**src/port_stats_pkg.sv**
```systemverilog
package port_stats_pkg;

    // ----------------------------------------------------------------
    // Register map (byte addresses)
    // ----------------------------------------------------------------
    localparam int          ADDR_W                = 16;
    localparam int          DATA_W                = 32;
    localparam int          NUM_CNT               = 11;
    localparam int          OCT_W                 = 16;
    localparam logic [15:0] TX_UNTAGGED_PKT_ADDR  = 16'h4300;
    localparam logic [15:0] TX_ENC_PKT_ADDR       = 16'h4304;
    localparam logic [15:0] TX_PROT_PKT_ADDR      = 16'h4308;
    localparam logic [15:0] TX_ENC_OCT_ADDR       = 16'h430C;
    localparam logic [15:0] TX_PROT_OCT_ADDR      = 16'h4310;
    localparam logic [15:0] RX_UNTAGGED_PKT_ADDR  = 16'h4314;
    localparam logic [15:0] RX_DEC_OCT_ADDR       = 16'h431C;
    localparam logic [15:0] RX_VAL_OCT_ADDR       = 16'h4320;
    localparam logic [15:0] RX_BAD_TAG_ADDR       = 16'h4324;
    localparam logic [15:0] RX_NO_ID_DROP_ADDR    = 16'h4328;
    localparam logic [15:0] RX_UNK_ID_FWD_ADDR    = 16'h432C;
    localparam logic [15:0] SECURE_CONTROL_ADDR   = 16'h4330;

    // ----------------------------------------------------------------
    // Fields and values
    // ----------------------------------------------------------------
    localparam int          TX_EN_LSB             = 0;
    localparam int          RX_EN_LSB             = 2;
    localparam logic [1:0]  EN_MODE_A             = 2'h1;
    localparam logic [1:0]  EN_MODE_B             = 2'h2;
    localparam logic [31:0] CNT_RESET             = 32'h0000_0000;
    localparam logic [3:0]  CTRL_RESET            = 4'h0;
    localparam logic [1:0]  RESP_OKAY             = 2'h0;
    localparam logic [1:0]  RESP_SLVERR           = 2'h2;

    // Counter indices
    localparam int          C_TX_UT   = 0;
    localparam int          C_TX_EP   = 1;
    localparam int          C_TX_PP   = 2;
    localparam int          C_TX_EO   = 3;
    localparam int          C_TX_PO   = 4;
    localparam int          C_RX_UT   = 5;
    localparam int          C_RX_DO   = 6;
    localparam int          C_RX_VO   = 7;
    localparam int          C_RX_BAD  = 8;
    localparam int          C_RX_NOID = 9;
    localparam int          C_RX_UNK  = 10;

endpackage

```
**src/secure_link_port_counters.sv**
```systemverilog
// Local design decision: the AXI4-Lite register port.
`timescale 1ns/100ps

module secure_link_port_counters #(
    parameter int OCT_W = port_stats_pkg::OCT_W
) (
    input  wire logic                aclk,
    input  wire logic                aresetn,
    // Transmit events
    input  wire logic                tx_pkt_valid,
    input  wire logic                tx_packet_secure_flag,
    input  wire logic                tx_encrypt_flag,
    input  wire logic [OCT_W-1:0]    tx_user_octets,
    // Receive events
    input  wire logic                rx_pkt_valid,
    input  wire logic                rx_untagged,
    input  wire logic                rx_encrypted,
    input  wire logic                rx_protected,
    input  wire logic [OCT_W-1:0]    rx_user_octets,
    input  wire logic                rx_bad_tag,
    input  wire logic                rx_unknown_id,
    input  wire logic                rx_forwarded,
    // Enable fields for the datapath
    output logic [1:0]               tx_secure_enable_field,
    output logic [1:0]               rx_secure_enable_field,
    // AXI4-Lite slave
    input  wire logic [15:0]         s_axi_awaddr,
    input  wire logic                s_axi_awvalid,
    output logic                     s_axi_awready,
    input  wire logic [31:0]         s_axi_wdata,
    input  wire logic [3:0]          s_axi_wstrb,
    input  wire logic                s_axi_wvalid,
    output logic                     s_axi_wready,
    output logic [1:0]               s_axi_bresp,
    output logic                     s_axi_bvalid,
    input  wire logic                s_axi_bready,
    input  wire logic [15:0]         s_axi_araddr,
    input  wire logic                s_axi_arvalid,
    output logic                     s_axi_arready,
    output logic [31:0]              s_axi_rdata,
    output logic [1:0]               s_axi_rresp,
    output logic                     s_axi_rvalid,
    input  wire logic                s_axi_rready
);

    // ----------------------------------------------------------------
    // Control register
    // ----------------------------------------------------------------
    logic        aw_hold_q;
    logic        w_hold_q;
    logic [15:0] awaddr_q;
    logic [31:0] wdata_q;
    logic [3:0]  wstrb_q;
    logic        wr_fire;
    logic        ctrl_hit;
    logic        tx_gate;
    logic        rx_gate;

    assign wr_fire  = aw_hold_q && w_hold_q && !s_axi_bvalid;
    assign ctrl_hit = awaddr_q == port_stats_pkg::SECURE_CONTROL_ADDR;

    always_ff @(posedge aclk)
    begin
        if (!aresetn)
        begin
            tx_secure_enable_field <= port_stats_pkg::CTRL_RESET[1:0];
            rx_secure_enable_field <= port_stats_pkg::CTRL_RESET[3:2];
        end
        else if (wr_fire && ctrl_hit && wstrb_q[0])
        begin
            tx_secure_enable_field <= wdata_q[port_stats_pkg::TX_EN_LSB +: 2];
            rx_secure_enable_field <= wdata_q[port_stats_pkg::RX_EN_LSB +: 2];
        end
    end

    // Either documented enable mode turns the untagged counters on
    assign tx_gate = tx_secure_enable_field == port_stats_pkg::EN_MODE_A ||
                     tx_secure_enable_field == port_stats_pkg::EN_MODE_B;
    assign rx_gate = rx_secure_enable_field == port_stats_pkg::EN_MODE_A ||
                     rx_secure_enable_field == port_stats_pkg::EN_MODE_B;

    // ----------------------------------------------------------------
    // Increment amounts per counter
    // ----------------------------------------------------------------
    logic [31:0] inc [port_stats_pkg::NUM_CNT];
    logic        tx_ctl;
    logic [31:0] tx_oct;
    logic [31:0] rx_oct;

    assign tx_ctl = tx_pkt_valid && tx_packet_secure_flag;
    assign tx_oct = 32'(tx_user_octets);
    assign rx_oct = 32'(rx_user_octets);

    always_comb
    begin
        inc[port_stats_pkg::C_TX_UT]   = 32'(tx_pkt_valid && !tx_packet_secure_flag && tx_gate);
        inc[port_stats_pkg::C_TX_EP]   = 32'(tx_ctl && tx_encrypt_flag);
        inc[port_stats_pkg::C_TX_PP]   = 32'(tx_ctl && !tx_encrypt_flag);
        inc[port_stats_pkg::C_TX_EO]   = (tx_ctl && tx_encrypt_flag) ? tx_oct : 32'h0000_0000;
        inc[port_stats_pkg::C_TX_PO]   = (tx_ctl && !tx_encrypt_flag) ? tx_oct : 32'h0000_0000;
        inc[port_stats_pkg::C_RX_UT]   = 32'(rx_pkt_valid && rx_untagged && rx_gate);
        // Integrity outcome is not an input: octets count regardless
        inc[port_stats_pkg::C_RX_DO]   = (rx_pkt_valid && rx_protected && rx_encrypted)
                                         ? rx_oct : 32'h0000_0000;
        inc[port_stats_pkg::C_RX_VO]   = (rx_pkt_valid && rx_protected && !rx_encrypted)
                                         ? rx_oct : 32'h0000_0000;
        inc[port_stats_pkg::C_RX_BAD]  = 32'(rx_pkt_valid && rx_bad_tag);
        inc[port_stats_pkg::C_RX_NOID] = 32'(rx_pkt_valid && rx_unknown_id && !rx_forwarded);
        inc[port_stats_pkg::C_RX_UNK]  = 32'(rx_pkt_valid && rx_unknown_id && rx_forwarded);
    end

    // ----------------------------------------------------------------
    // Read decode
    // ----------------------------------------------------------------
    logic                               rd_fire;
    logic [port_stats_pkg::NUM_CNT-1:0] rd_sel;
    logic                               rd_ctrl;
    logic [15:0]                        cnt_addr [port_stats_pkg::NUM_CNT];

    assign cnt_addr[port_stats_pkg::C_TX_UT]   = port_stats_pkg::TX_UNTAGGED_PKT_ADDR;
    assign cnt_addr[port_stats_pkg::C_TX_EP]   = port_stats_pkg::TX_ENC_PKT_ADDR;
    assign cnt_addr[port_stats_pkg::C_TX_PP]   = port_stats_pkg::TX_PROT_PKT_ADDR;
    assign cnt_addr[port_stats_pkg::C_TX_EO]   = port_stats_pkg::TX_ENC_OCT_ADDR;
    assign cnt_addr[port_stats_pkg::C_TX_PO]   = port_stats_pkg::TX_PROT_OCT_ADDR;
    assign cnt_addr[port_stats_pkg::C_RX_UT]   = port_stats_pkg::RX_UNTAGGED_PKT_ADDR;
    assign cnt_addr[port_stats_pkg::C_RX_DO]   = port_stats_pkg::RX_DEC_OCT_ADDR;
    assign cnt_addr[port_stats_pkg::C_RX_VO]   = port_stats_pkg::RX_VAL_OCT_ADDR;
    assign cnt_addr[port_stats_pkg::C_RX_BAD]  = port_stats_pkg::RX_BAD_TAG_ADDR;
    assign cnt_addr[port_stats_pkg::C_RX_NOID] = port_stats_pkg::RX_NO_ID_DROP_ADDR;
    assign cnt_addr[port_stats_pkg::C_RX_UNK]  = port_stats_pkg::RX_UNK_ID_FWD_ADDR;

    assign rd_fire = s_axi_arvalid && s_axi_arready;
    assign rd_ctrl = s_axi_araddr == port_stats_pkg::SECURE_CONTROL_ADDR;

    // ----------------------------------------------------------------
    // Counters
    // ----------------------------------------------------------------
    logic [31:0] cnt_q [port_stats_pkg::NUM_CNT];

    genvar gi;
    generate
        for (gi = 0; gi < port_stats_pkg::NUM_CNT; gi++)
        begin : g_cnt
            assign rd_sel[gi] = rd_fire && s_axi_araddr == cnt_addr[gi];

            always_ff @(posedge aclk)
            begin
                if (!aresetn)
                    cnt_q[gi] <= port_stats_pkg::CNT_RESET;
                else if (rd_sel[gi])
                    cnt_q[gi] <= inc[gi];
                else
                    cnt_q[gi] <= cnt_q[gi] + inc[gi];
            end
        end
    endgenerate

    // ----------------------------------------------------------------
    // AXI4-Lite read channel
    // ----------------------------------------------------------------
    logic [31:0] rd_mux;

    always_comb
    begin
        rd_mux = 32'h0000_0000;
        for (int i = 0; i < port_stats_pkg::NUM_CNT; i++)
        begin
            if (s_axi_araddr == cnt_addr[i])
                rd_mux = cnt_q[i];
        end
        if (rd_ctrl)
            rd_mux = {28'h000_0000, rx_secure_enable_field, tx_secure_enable_field};
    end

    always_ff @(posedge aclk)
    begin
        if (!aresetn)
        begin
            s_axi_arready <= 1'b0;
            s_axi_rvalid  <= 1'b0;
            s_axi_rdata   <= 32'h0000_0000;
            s_axi_rresp   <= port_stats_pkg::RESP_OKAY;
        end
        else
        begin
            s_axi_arready <= !s_axi_rvalid && !s_axi_arready && s_axi_arvalid;
            if (rd_fire)
            begin
                s_axi_rvalid <= 1'b1;
                s_axi_rdata  <= rd_mux;
                s_axi_rresp  <= (|rd_sel || rd_ctrl) ? port_stats_pkg::RESP_OKAY
                                                     : port_stats_pkg::RESP_SLVERR;
            end
            else if (s_axi_rvalid && s_axi_rready)
                s_axi_rvalid <= 1'b0;
        end
    end

    // ----------------------------------------------------------------
    // AXI4-Lite write channel
    // ----------------------------------------------------------------
    // Counters are read-clear only; writes to them are dropped and answered with SLVERR
    always_ff @(posedge aclk)
    begin
        if (!aresetn)
        begin
            aw_hold_q     <= 1'b0;
            w_hold_q      <= 1'b0;
            awaddr_q      <= 16'h0000;
            wdata_q       <= 32'h0000_0000;
            wstrb_q       <= 4'h0;
            s_axi_awready <= 1'b0;
            s_axi_wready  <= 1'b0;
            s_axi_bvalid  <= 1'b0;
            s_axi_bresp   <= port_stats_pkg::RESP_OKAY;
        end
        else
        begin
            s_axi_awready <= !aw_hold_q && !s_axi_awready && s_axi_awvalid;
            s_axi_wready  <= !w_hold_q && !s_axi_wready && s_axi_wvalid;
            if (s_axi_awvalid && s_axi_awready)
            begin
                aw_hold_q <= 1'b1;
                awaddr_q  <= s_axi_awaddr;
            end
            if (s_axi_wvalid && s_axi_wready)
            begin
                w_hold_q <= 1'b1;
                wdata_q  <= s_axi_wdata;
                wstrb_q  <= s_axi_wstrb;
            end
            if (wr_fire)
            begin
                s_axi_bvalid <= 1'b1;
                s_axi_bresp  <= ctrl_hit ? port_stats_pkg::RESP_OKAY
                                         : port_stats_pkg::RESP_SLVERR;
            end
            else if (s_axi_bvalid && s_axi_bready)
            begin
                s_axi_bvalid <= 1'b0;
                aw_hold_q    <= 1'b0;
                w_hold_q     <= 1'b0;
            end
        end
    end
endmodule // secure_link_port_counters

```
**config.mk**
```make
export PLATFORM = sky130hd
export DESIGN_NAME = secure_link_port_counters
export DESIGN_NICKNAME = d
export VERILOG_FILES = /design/src/port_stats_pkg.sv /design/src/secure_link_port_counters.sv
export SDC_FILE = /design/constraint.sdc
export NUM_CORES = 1
export LEC_CHECK = 0
export CAP_MARGIN = 20
export CORE_MARGIN = 2
export CORE_UTILIZATION = 50
export CTS_BUF_LIST = sky130_fd_sc_hd__clkbuf_16
export DETAILED_ROUTE_END_ITERATION = 10
export DONT_BUFFER_PORTS = 1
export HOLD_SLACK_MARGIN = 0.12
export PLACE_DENSITY = 0.63
export SETUP_SLACK_MARGIN = 0.02
export SYNTH_ARGS = -nofsm -noshare
export SYNTH_HDL_FRONTEND = slang
export SYNTH_SLANG_ARGS = --single-unit
export TNS_END_PERCENT = 1
```
**constraint.sdc**
```tcl
create_clock -name aclk -period 6.5 [get_ports aclk]
set_input_delay 0.975 -clock aclk [delete_from_list [all_inputs] [get_ports aclk]]
set_output_delay 0.975 -clock aclk [all_outputs]
set_load 0.005 [all_outputs]
```
# --- After elaboration in Yosys (flattened, before gate mapping) ---
# Memory sizes are Yosys's and may differ from the RTL's.
# Cells that the tools add are included.
totals:
  regBits: 68
  ram_bits: 352
  inputBits: 117
  out_inout_bits: 45
  elab_cells: 240
  memories: 1
memory_table:
  columns: ["memory", "words", "width", "read_ports", "rd_clocked_by_memory_dff", "write_ports", "line", "text"]
  rows:
  - ["cnt_q", 11, 32, 11, 0, 11, "secure_link_port_counters.sv:138", "logic [31:0] cnt_q [port_stats_pkg::NUM_CNT];"]
op_classes:
  add_sub_neg: 11
  n_eq_ne: 17
  n_mux: 117
  bitwise_logic: 22
  reduce_logical: 57
ops:
  columns: ["cell", "count"]
  rows:
  - ["$mux W32", 34]
  - ["$add A32 B1 Y32", 7]
  - ["$eq A16 B15 Y1 const B", 13]
  - ["$add A32 B16 Y32", 4]
  - ["$mux W1", 77]
  - ["$mux W16", 4]
  - ["$logic_and A1 B1 Y1", 40]
  - ["$or A1 B1 Y1", 22]
  - ["$logic_not A1 Y1", 11]
  - ["$reduce_or A11 Y1", 1]
  - ["$eq A2 B1 Y1 const B", 2]
  - ["$eq A2 B2 Y1 const B", 2]
  - ["$mux W2", 2]
  - ["$reduce_bool A2 Y1", 2]
  - ["$logic_or A1 B1 Y1", 3]

# --- Depth between registers and ports, before layout ---
# Gate-level depths: netlist of run 1.
logic_depth:
  depth_word: 13
  ltp_mapped: 14
  depth_no_buf: 14

# --- Least setup slack after synthesis of run 1 ---
# Ideal clock, no wire load.
synth_timing:
  path_type: "input -> register"
  start: "input port tx_encrypt_flag"
  end: "memory cnt_q[3][31] (data pin)"
  setup_ns: 0.266
  arrival_time_ns: 3.588
  required_time_ns: 6.234
  slack_ns: 2.646
  cell_stages: 13
  cell_sequence: "and3_1 -> clkbuf_1 -> clkbuf_1 -> and2_1 -> ha_1 -> a2111oi_0 -> a22oi_1 -> a21oi_1 -> o211ai_1 -> a31oi_1 -> nor3_1 -> xnor2_1 -> nor2_1"
synth_rtl:
  columns: ["element", "line", "text"]
  rows:
  - ["from (decl)", "secure_link_port_counters.sv:12", "input wire logic tx_encrypt_flag,"]
  - ["to (decl)", "secure_link_port_counters.sv:138", null]

==> results of run 1 <==
power by group through the flow:
| stage | combinational [mW] | clock [mW] | sequential [mW] |
|---|---|---|---|
| after detailed placement | 0.449 | 0 | 3.32 |
| after global routing | 0.529 | 2.79 | 3.28 |
| after CTS | 0.453 | 2.69 | 3.26 |
| after global placement | 0.433 | 0 | 3.31 |
| final | 0.467 | 2.65 | 3.26 |
| after floorplan | 0.369 | 0 | 3.24 |
cell families (layout without fill, tap and decap cells):
group / count (synthesis) / count (layout) / share of synthesized area (%)
AND/OR/NAND/NOR: 1182 / 1182 / 22.19
multiplexers: 9 / 9 / 0.3579
other: 2 / 356 / 0.02942
adder cells (fa/ha/maj): 82 / 82 / 4.137
flip-flops: 418 / 418 / 46.59
AO/OA/AOI/OAI: 549 / 549 / 13.95
XOR/XNOR: 297 / 297 / 10.19
buffers and inverters: 162 / 171 / 2.559
metrics by stage:
step	cells	cell area, µm²	util [%]
finish	3736	29070	57.82
global route	3735	29070	57.81
CTS	3731	29000	57.69
detailed placement	3640	27500	54.69
global placement	3638	27470	54.65
floorplan	3053	26850	-
flip-flops by register name (all words and copies together) (netlist names), 2 cells and up:
signal,count
awaddr_q,16
cnt_q,352
rx_secure_enable_field,2
s_axi_rdata,32
tx_secure_enable_field,2
wdata_q,4
worst register-to-register path, delay by kind of cell, from the launching register on:
family | cells | cell delay [ns]
simple gates | 6 | 2.05
xor+xnor | 1 | 0.25
flops | 1 | 0.57
fa+ha+maj | 2 | 0.44
compound gates | 1 | 0.16
worst paths after layout:
kind                                                start       endpoint  slack, ns  cells past startpoint
worst max-delay path                      tx_encrypt_flag   cnt_q[3][30]       2.33                     12
worst min-delay path                            aw_hold_q  s_axi_awready       0.45                      1
worst max register to register  tx_secure_enable_field[1]   cnt_q[0][30]       2.89                     10
worst min register to register                  aw_hold_q  s_axi_awready       0.45                      1
per-layer routing:
| layer | routed length [µm] | global-route usage (%) |
|---|---|---|
| met2 | 35820 | 47.19 |
| met1 | 33240 | 39.97 |
| met4 | 3109 | 10.91 |
| met3 | 6296 | 4.948 |
| met5 | 0 | 0 |
cells in the mapped netlist (7+ instances only):
| cell | n |
|---|---|
| o21ai_0 | 149 |
| a31oi_1 | 12 |
| ha_1 | 78 |
| inv_1 | 44 |
| a21boi_0 | 18 |
| a211oi_1 | 14 |
| dfxtp_1 | 66 |
| buf_2 | 21 |
| and2_1 | 83 |
| nor2b_1 | 18 |
| edfxtp_1 | 352 |
| clkbuf_1 | 91 |
| nand2_1 | 294 |
| mux2i_1 | 8 |
| a211o_1 | 9 |
| nand4_1 | 59 |
| a21o_1 | 15 |
| xor2_1 | 178 |
| nand3_1 | 146 |
| a21oi_1 | 137 |
| a22oi_1 | 28 |
| and4_1 | 22 |
| o211ai_1 | 7 |
| a221oi_1 | 32 |
| a222oi_1 | 31 |
| a22o_1 | 23 |
| nor2_1 | 357 |
| o22ai_1 | 23 |
| nand2b_1 | 14 |
| xnor2_1 | 119 |
| and3_1 | 65 |
| or3_1 | 41 |
| nor3_1 | 44 |
| o21bai_1 | 9 |
layout make-up:
| class | instances | area share, % |
|---|---|---|
| multi-input combinational | 2473 | 49.34 |
| inverter | 44 | 0.5682 |
| tap | 672 | 2.893 |
| antenna | 2 | 0.01722 |
| clock inverter | 41 | 0.8738 |
| timing repair buffer | 36 | 1.093 |
| sequential | 418 | 40.91 |
| clock buffer | 50 | 4.304 |
placed cells by master, fill, tap and decap left out, drive strengths merged, types with 25 or more instances in the layout:
| cell | Yosys | layout |
|---|---|---|
| ha | 78 | 78 |
| xor2 | 178 | 178 |
| nand4 | 59 | 59 |
| edfxtp | 352 | 352 |
| nand3 | 146 | 146 |
| and2 | 84 | 84 |
| nand2 | 294 | 294 |
| a222oi | 31 | 31 |
| o21ai | 155 | 155 |
| conb | 2 | 354 |
| nor3 | 45 | 45 |
| and3 | 65 | 65 |
| clkinv | 0 | 25 |
| nor2 | 361 | 361 |
| or3 | 41 | 41 |
| xnor2 | 119 | 119 |
| a22oi | 28 | 28 |
| a21oi | 137 | 137 |
| buf | 27 | 36 |
| a221oi | 32 | 32 |
| inv | 44 | 57 |
| dfxtp | 66 | 66 |
| clkbuf | 91 | 50 |
==> out/qor.yml, run 1 <==
clocking:
  post_cts_buffers: 0
  h-tree-depth: 2
  numCtsBuffers: 50
  cts_tree: "built"
  clk_latency_ns: 0.61
  clockBufferDepth: 3
  holdBufCountCts: 0
  clk_pin_slew_ns: 0.06
  cts.sinks: 418
  clock-root-buffer: "clkbuf_16"
  cts_resized: 0
sta:
  fin_skew_ns: 0.02469
  post-route-min-period_ns: 4.169
  tns_ns: 0
  worst_slew_pin_slew_ns: 1.065
  maxSlewViolCount: 0
  fin_ws_ns: 2.331
  rsz0062_at_grt: "false"
  max_freq_mhz: 239.9
  hold_slack_ns: 0.4457
  fin_crit_sh_pct: 64.14
  finalSetupViolCount: 0
  hold_violations: 0
  relSlewSlack_pct: 28.90
power_and_ir_drop:
  vdd_drop_max_mv: 0.2517
  p_seq_share_pct: 51.2
  power_frac_comb_pct: 7.3
  intPower_mw: 4.743
  p_sw_mw: 1.633
  p_leak_nw: 11.02
  p_clk_share_pct: 41.5
  total_power_mw: 6.376
  powerDensity_nw_per_um2: 219.4
  power_switching_share_pct: 25.61
synthesis:
  ys_seq_elements: 418
  synth_ff_type: "edfxtp_1"
  avgSynthCellArea_um2: 9.450
  yosys-top-cells-area: "edfxtp_1, xor2_1, nor2_1"
  ys_async_sr_fraction_pct: 0
  syn_area_um2: 25520
  ys_warn_count: 0
  ys_seq_area_share_pct: 46.59
  synth_area_leader_cell: "edfxtp_1"
  yosys.area.top_type_share_pct: 41.41
  ys_types: 78
  netlist_instances: 2701
  synth_edf_count: 352
worst_setup_path:
  crit_top_cell: "o21ai_0"
  worstSetupPathType: "in -> reg"
  start_kind: "input port"
  cp.arrival_ns: 4.51
  crit_path_top_delay_cell: "and3_1"
  cp_cell_sequence: "and3_1 > and2_1 > ha_1 > fa_1 > a211oi_1 > o21ai_0 > a311oi_1 > o21ai_0 > a41o_1 > or3b_2 > xnor2_1 > nor2_1"
  worstPathMaxFanout: 19
  cp_num_buf_inv: 0
  cp.required_ns: 6.84
  cp_top_family: "compound AO/OA/AOI/OAI gates"
  cp_slowest_stage_delay_ns: 0.67
  cp-end-kind: "register"
finish:
  drive_gt1_share_pct: 4.376
  regArea_um2: 11890
  fin_nets: 3222
  nFillCells: 4552
  synthToLayoutAreaGrowth_pct: 13.88
  multiInputGateArea_um2: 14340
global_route:
  grt_pass1_vias: 20580
  antenna_found_initial: 2
  grt_max_degree: 45
  grt_remaining_overflow: 0
  grt_pass1_wl_um: 119700
  grt_usage_pct: 29.39
die:
  design.portCount: 162
  num_rows: 82
  die_height_um: 229.9
  core_um2: 50270
  start_util_pct: 50.77
  die_w_um: 229.9
  die_area_um2: 52870
detailed_routing:
  ant_nets: 0
  routed_wl_um: 78470
  vias_per_cell: 5.831
  drt-pass1-iter-count: 6
  drtIter0Drc: 2169
  num_vias: 21780
  drc: 0
  detail_route.wl_per_cell_um: 21.00
placed_design:
  dpl.hpwl_um: 59000
  place_ws_ns: 1.754
  port_buffers: 0
  gp_congestion: 0.9261
hold_path:
  hp-class: "reg -> reg"
run:
  maxCapViolations: 0
outcome:
  outcome: "finished clean"
Power figures use the tool's default switching activity.
==> inputs of run 2 (changes only) <==
clock period = 4.2 ns   (was 6.5 ns; I/O delays follow)
==> run 2 against run 1 <==
Net effect:
- register-to-register slack lost 2.2 ns
- cell area grew 0.69%
- final cell count grew 0.96%
- clock skew shrank 0.010 ns
- sequential power grew 55%
- via count grew 0.23%
- count of clock-buffer cells in the layout shrank 1
- sequential share of layout area shrank 0.28 points
- power grew 53%
==> out/qor.yml, run 2 (synthesis results as in run 1) <==
outcome:
  outcome: "finished clean"
sta:
  finalSetupViolCount: 0  # unchanged
  tns_ns: 0  # unchanged
  max_freq_mhz: 282.1
  relSlewSlack_pct: 30.06  # +1.2 points
  rsz0062_at_grt: "false"
  maxSlewViolCount: 0  # unchanged
  worst_slew_pin_slew_ns: 1.042  # -0.02371 ns
  fin_skew_ns: 0.01457  # -0.01012 ns
  post-route-min-period_ns: 3.545
  fin_crit_sh_pct: 84.41
  hold_violations: 0  # unchanged
clocking:
  clockBufferDepth: 3  # unchanged
  cts.sinks: 418  # unchanged
  cts_tree: "built"
  numCtsBuffers: 49  # -2.0%
  holdBufCountCts: 1  # +1
  clk_pin_slew_ns: 0.06  # about the same
  h-tree-depth: 2  # unchanged
  clock-root-buffer: "clkbuf_16"
  clk_latency_ns: 0.61  # about the same
  post_cts_buffers: 0  # unchanged
  cts_resized: 0  # unchanged
worst_setup_path:
  r2r_end: "cnt_q[0][30]"
  r2r_slack_ns: 0.65  # -2.24 ns
  cp-startpoint: "tx_secure_enable_field[1]"
  timing.rr.start: "tx_secure_enable_field[1]"
  crit_end: "cnt_q[0][30]"
  cp-end-kind: "register"
  worstSetupPathType: "reg -> reg"
  worstPathMaxFanout: 11  # -8
  worst_r2r_path_depth: 10  # unchanged
  cp.required_ns: 4.65  # -2.19 ns
  start_kind: "register"
  cp.arrival_ns: 3.99  # -0.52 ns
detailed_routing:
  ant_nets: 0  # unchanged
  detail_route.wl_per_cell_um: 20.98  # -0.12%
  drc: 0  # unchanged
  drt-pass1-iter-count: 5  # -1
  routed_wl_um: 79130  # +0.84%
  num_vias: 21830  # +0.23%
  vias_per_cell: 5.788  # -0.73%
  drtIter0Drc: 2185  # +0.74%
finish:
  final_cell_mix: "nor2_1, conb_1, edfxtp_1"
  synthToLayoutAreaGrowth_pct: 14.67
  fin_nets: 3256  # +1.1%
  nFillCells: 4500  # -1.1%
  largest_register_ffs: 352  # unchanged
  drive_gt1_share_pct: 5.455  # +1.1 points
  regMostFlops: "cnt_q"
  final_common_cell: "nor2_1"
  largestRegisters: "cnt_q: 352 flops, s_axi_rdata: 32 flops, awaddr_q: 16 flops"
  final_area_um2: 29270  # +0.69%
die:
  num_rows: 82  # unchanged
  die_height_um: 229.9  # unchanged
  design.portCount: 162  # unchanged
  die_w_um: 229.9  # unchanged
  die_area_um2: 52870  # unchanged
  start_util_pct: 50.77  # unchanged
  core_um2: 50270  # unchanged
global_route:
  grt_usage_pct: 29.90  # +0.52 points
  grt_pass1_wl_um: 121300  # +1.3%
  grt_remaining_overflow: 0  # unchanged
  antenna_found_initial: 3  # +1
  grt_max_degree: 45  # unchanged
  grt_pass1_vias: 20530  # -0.22%
power_and_ir_drop:
  p_leak_nw: 11.19  # +1.5%
  powerDensity_nw_per_um2: 333.9  # +52%
  vdd_drop_max_mv: 0.2987  # +19%
placed_design:
  gp_congestion: 0.9233  # -0.30%
  port_buffers: 0  # unchanged
  dpl.hpwl_um: 59630  # +1.1%
  dpl_cell_area_um2: 27790  # +1.1%
hold_path:
  hp-class: "in -> reg"
run:
  maxCapViolations: 0  # unchanged
[run 2: worst min-delay path by stage]
stage | from | end | slack (ns) | depth (start not counted)
after floorplan | aw_hold_q | s_axi_awready | 0.42 | 1
after detailed placement | awaddr_q[8] | awaddr_q[8] | 0.44 | 2
final | s_axi_awaddr[5] | awaddr_q[5] | 0.16 | 2
after global routing | s_axi_awaddr[4] | awaddr_q[4] | 0.15 | 2
after CTS | aresetn | s_axi_rdata[31] | 0.13 | 2
after global placement | awaddr_q[12] | awaddr_q[12] | 0.44 | 2
[run 2: cell type report]
cell class,count,area (µm²),area share [%]
multi-input combinational,2473,14340,48.99
clock buffer,49,1226,4.189
sequential,418,11890,40.63
clock inverter,43,240.2,0.8208
antenna,2,5.005,0.01710
tap,672,840.8,2.873
timing repair buffer,71,560.5,1.915
inverter,44,165.2,0.5643
[run 2: stage by stage]
| stage | setup slack (ns) | power (mW) | std cells | hold slack, ns | utilization [%] |
|---|---|---|---|---|---|
| after floorplan | 0.6913 | 5.585 | 3053 | 0.4224 | - |
| after global placement | 0.2382 | 5.800 | 3677 | 0.4408 | 55.27 |
| after detailed placement | 0.2219 | 5.832 | 3677 | 0.4439 | 55.27 |
| after CTS | 0.7329 | 9.812 | 3770 | 0.1278 | 58.21 |
| after global routing | 0.3444 | 10.12 | 3771 | 0.1529 | 58.22 |
| final | 0.6550 | 9.773 | 3772 | 0.1599 | 58.22 |
[run 2: where the power goes]
| part | total (mW) | internal (mW) | switching (mW) |
|---|---|---|---|
| Sequential | 5.05 | 4.77 | 0.279 |
| Combinational | 0.722 | 0.285 | 0.436 |
| Clock | 4.00 | 2.18 | 1.81 |
[run 2: metal layers]
layer | vias up | share of wire (%) | track usage, %
met5 | - | 0 | 0
met1 | 10540 | 43 | 41.62
met2 | 900 | 45 | 46.52
met4 | 0 | 4.1 | 11.05
met3 | 146 | 8.8 | 5.580
li1 | 10250 | - | -
[run 2: worst max-delay path, cell delays in order, from the launching register on]
cell and delay (ns):
dfxtp_1 0.31, xnor2_1 0.35, nor3b_1 0.41, ha_1 0.26
ha_1 0.19, and3_1 0.32, nand3_1 0.22, nor2_1 0.32
nand4_1 0.39, or3_1 0.44, a21oi_1 0.15
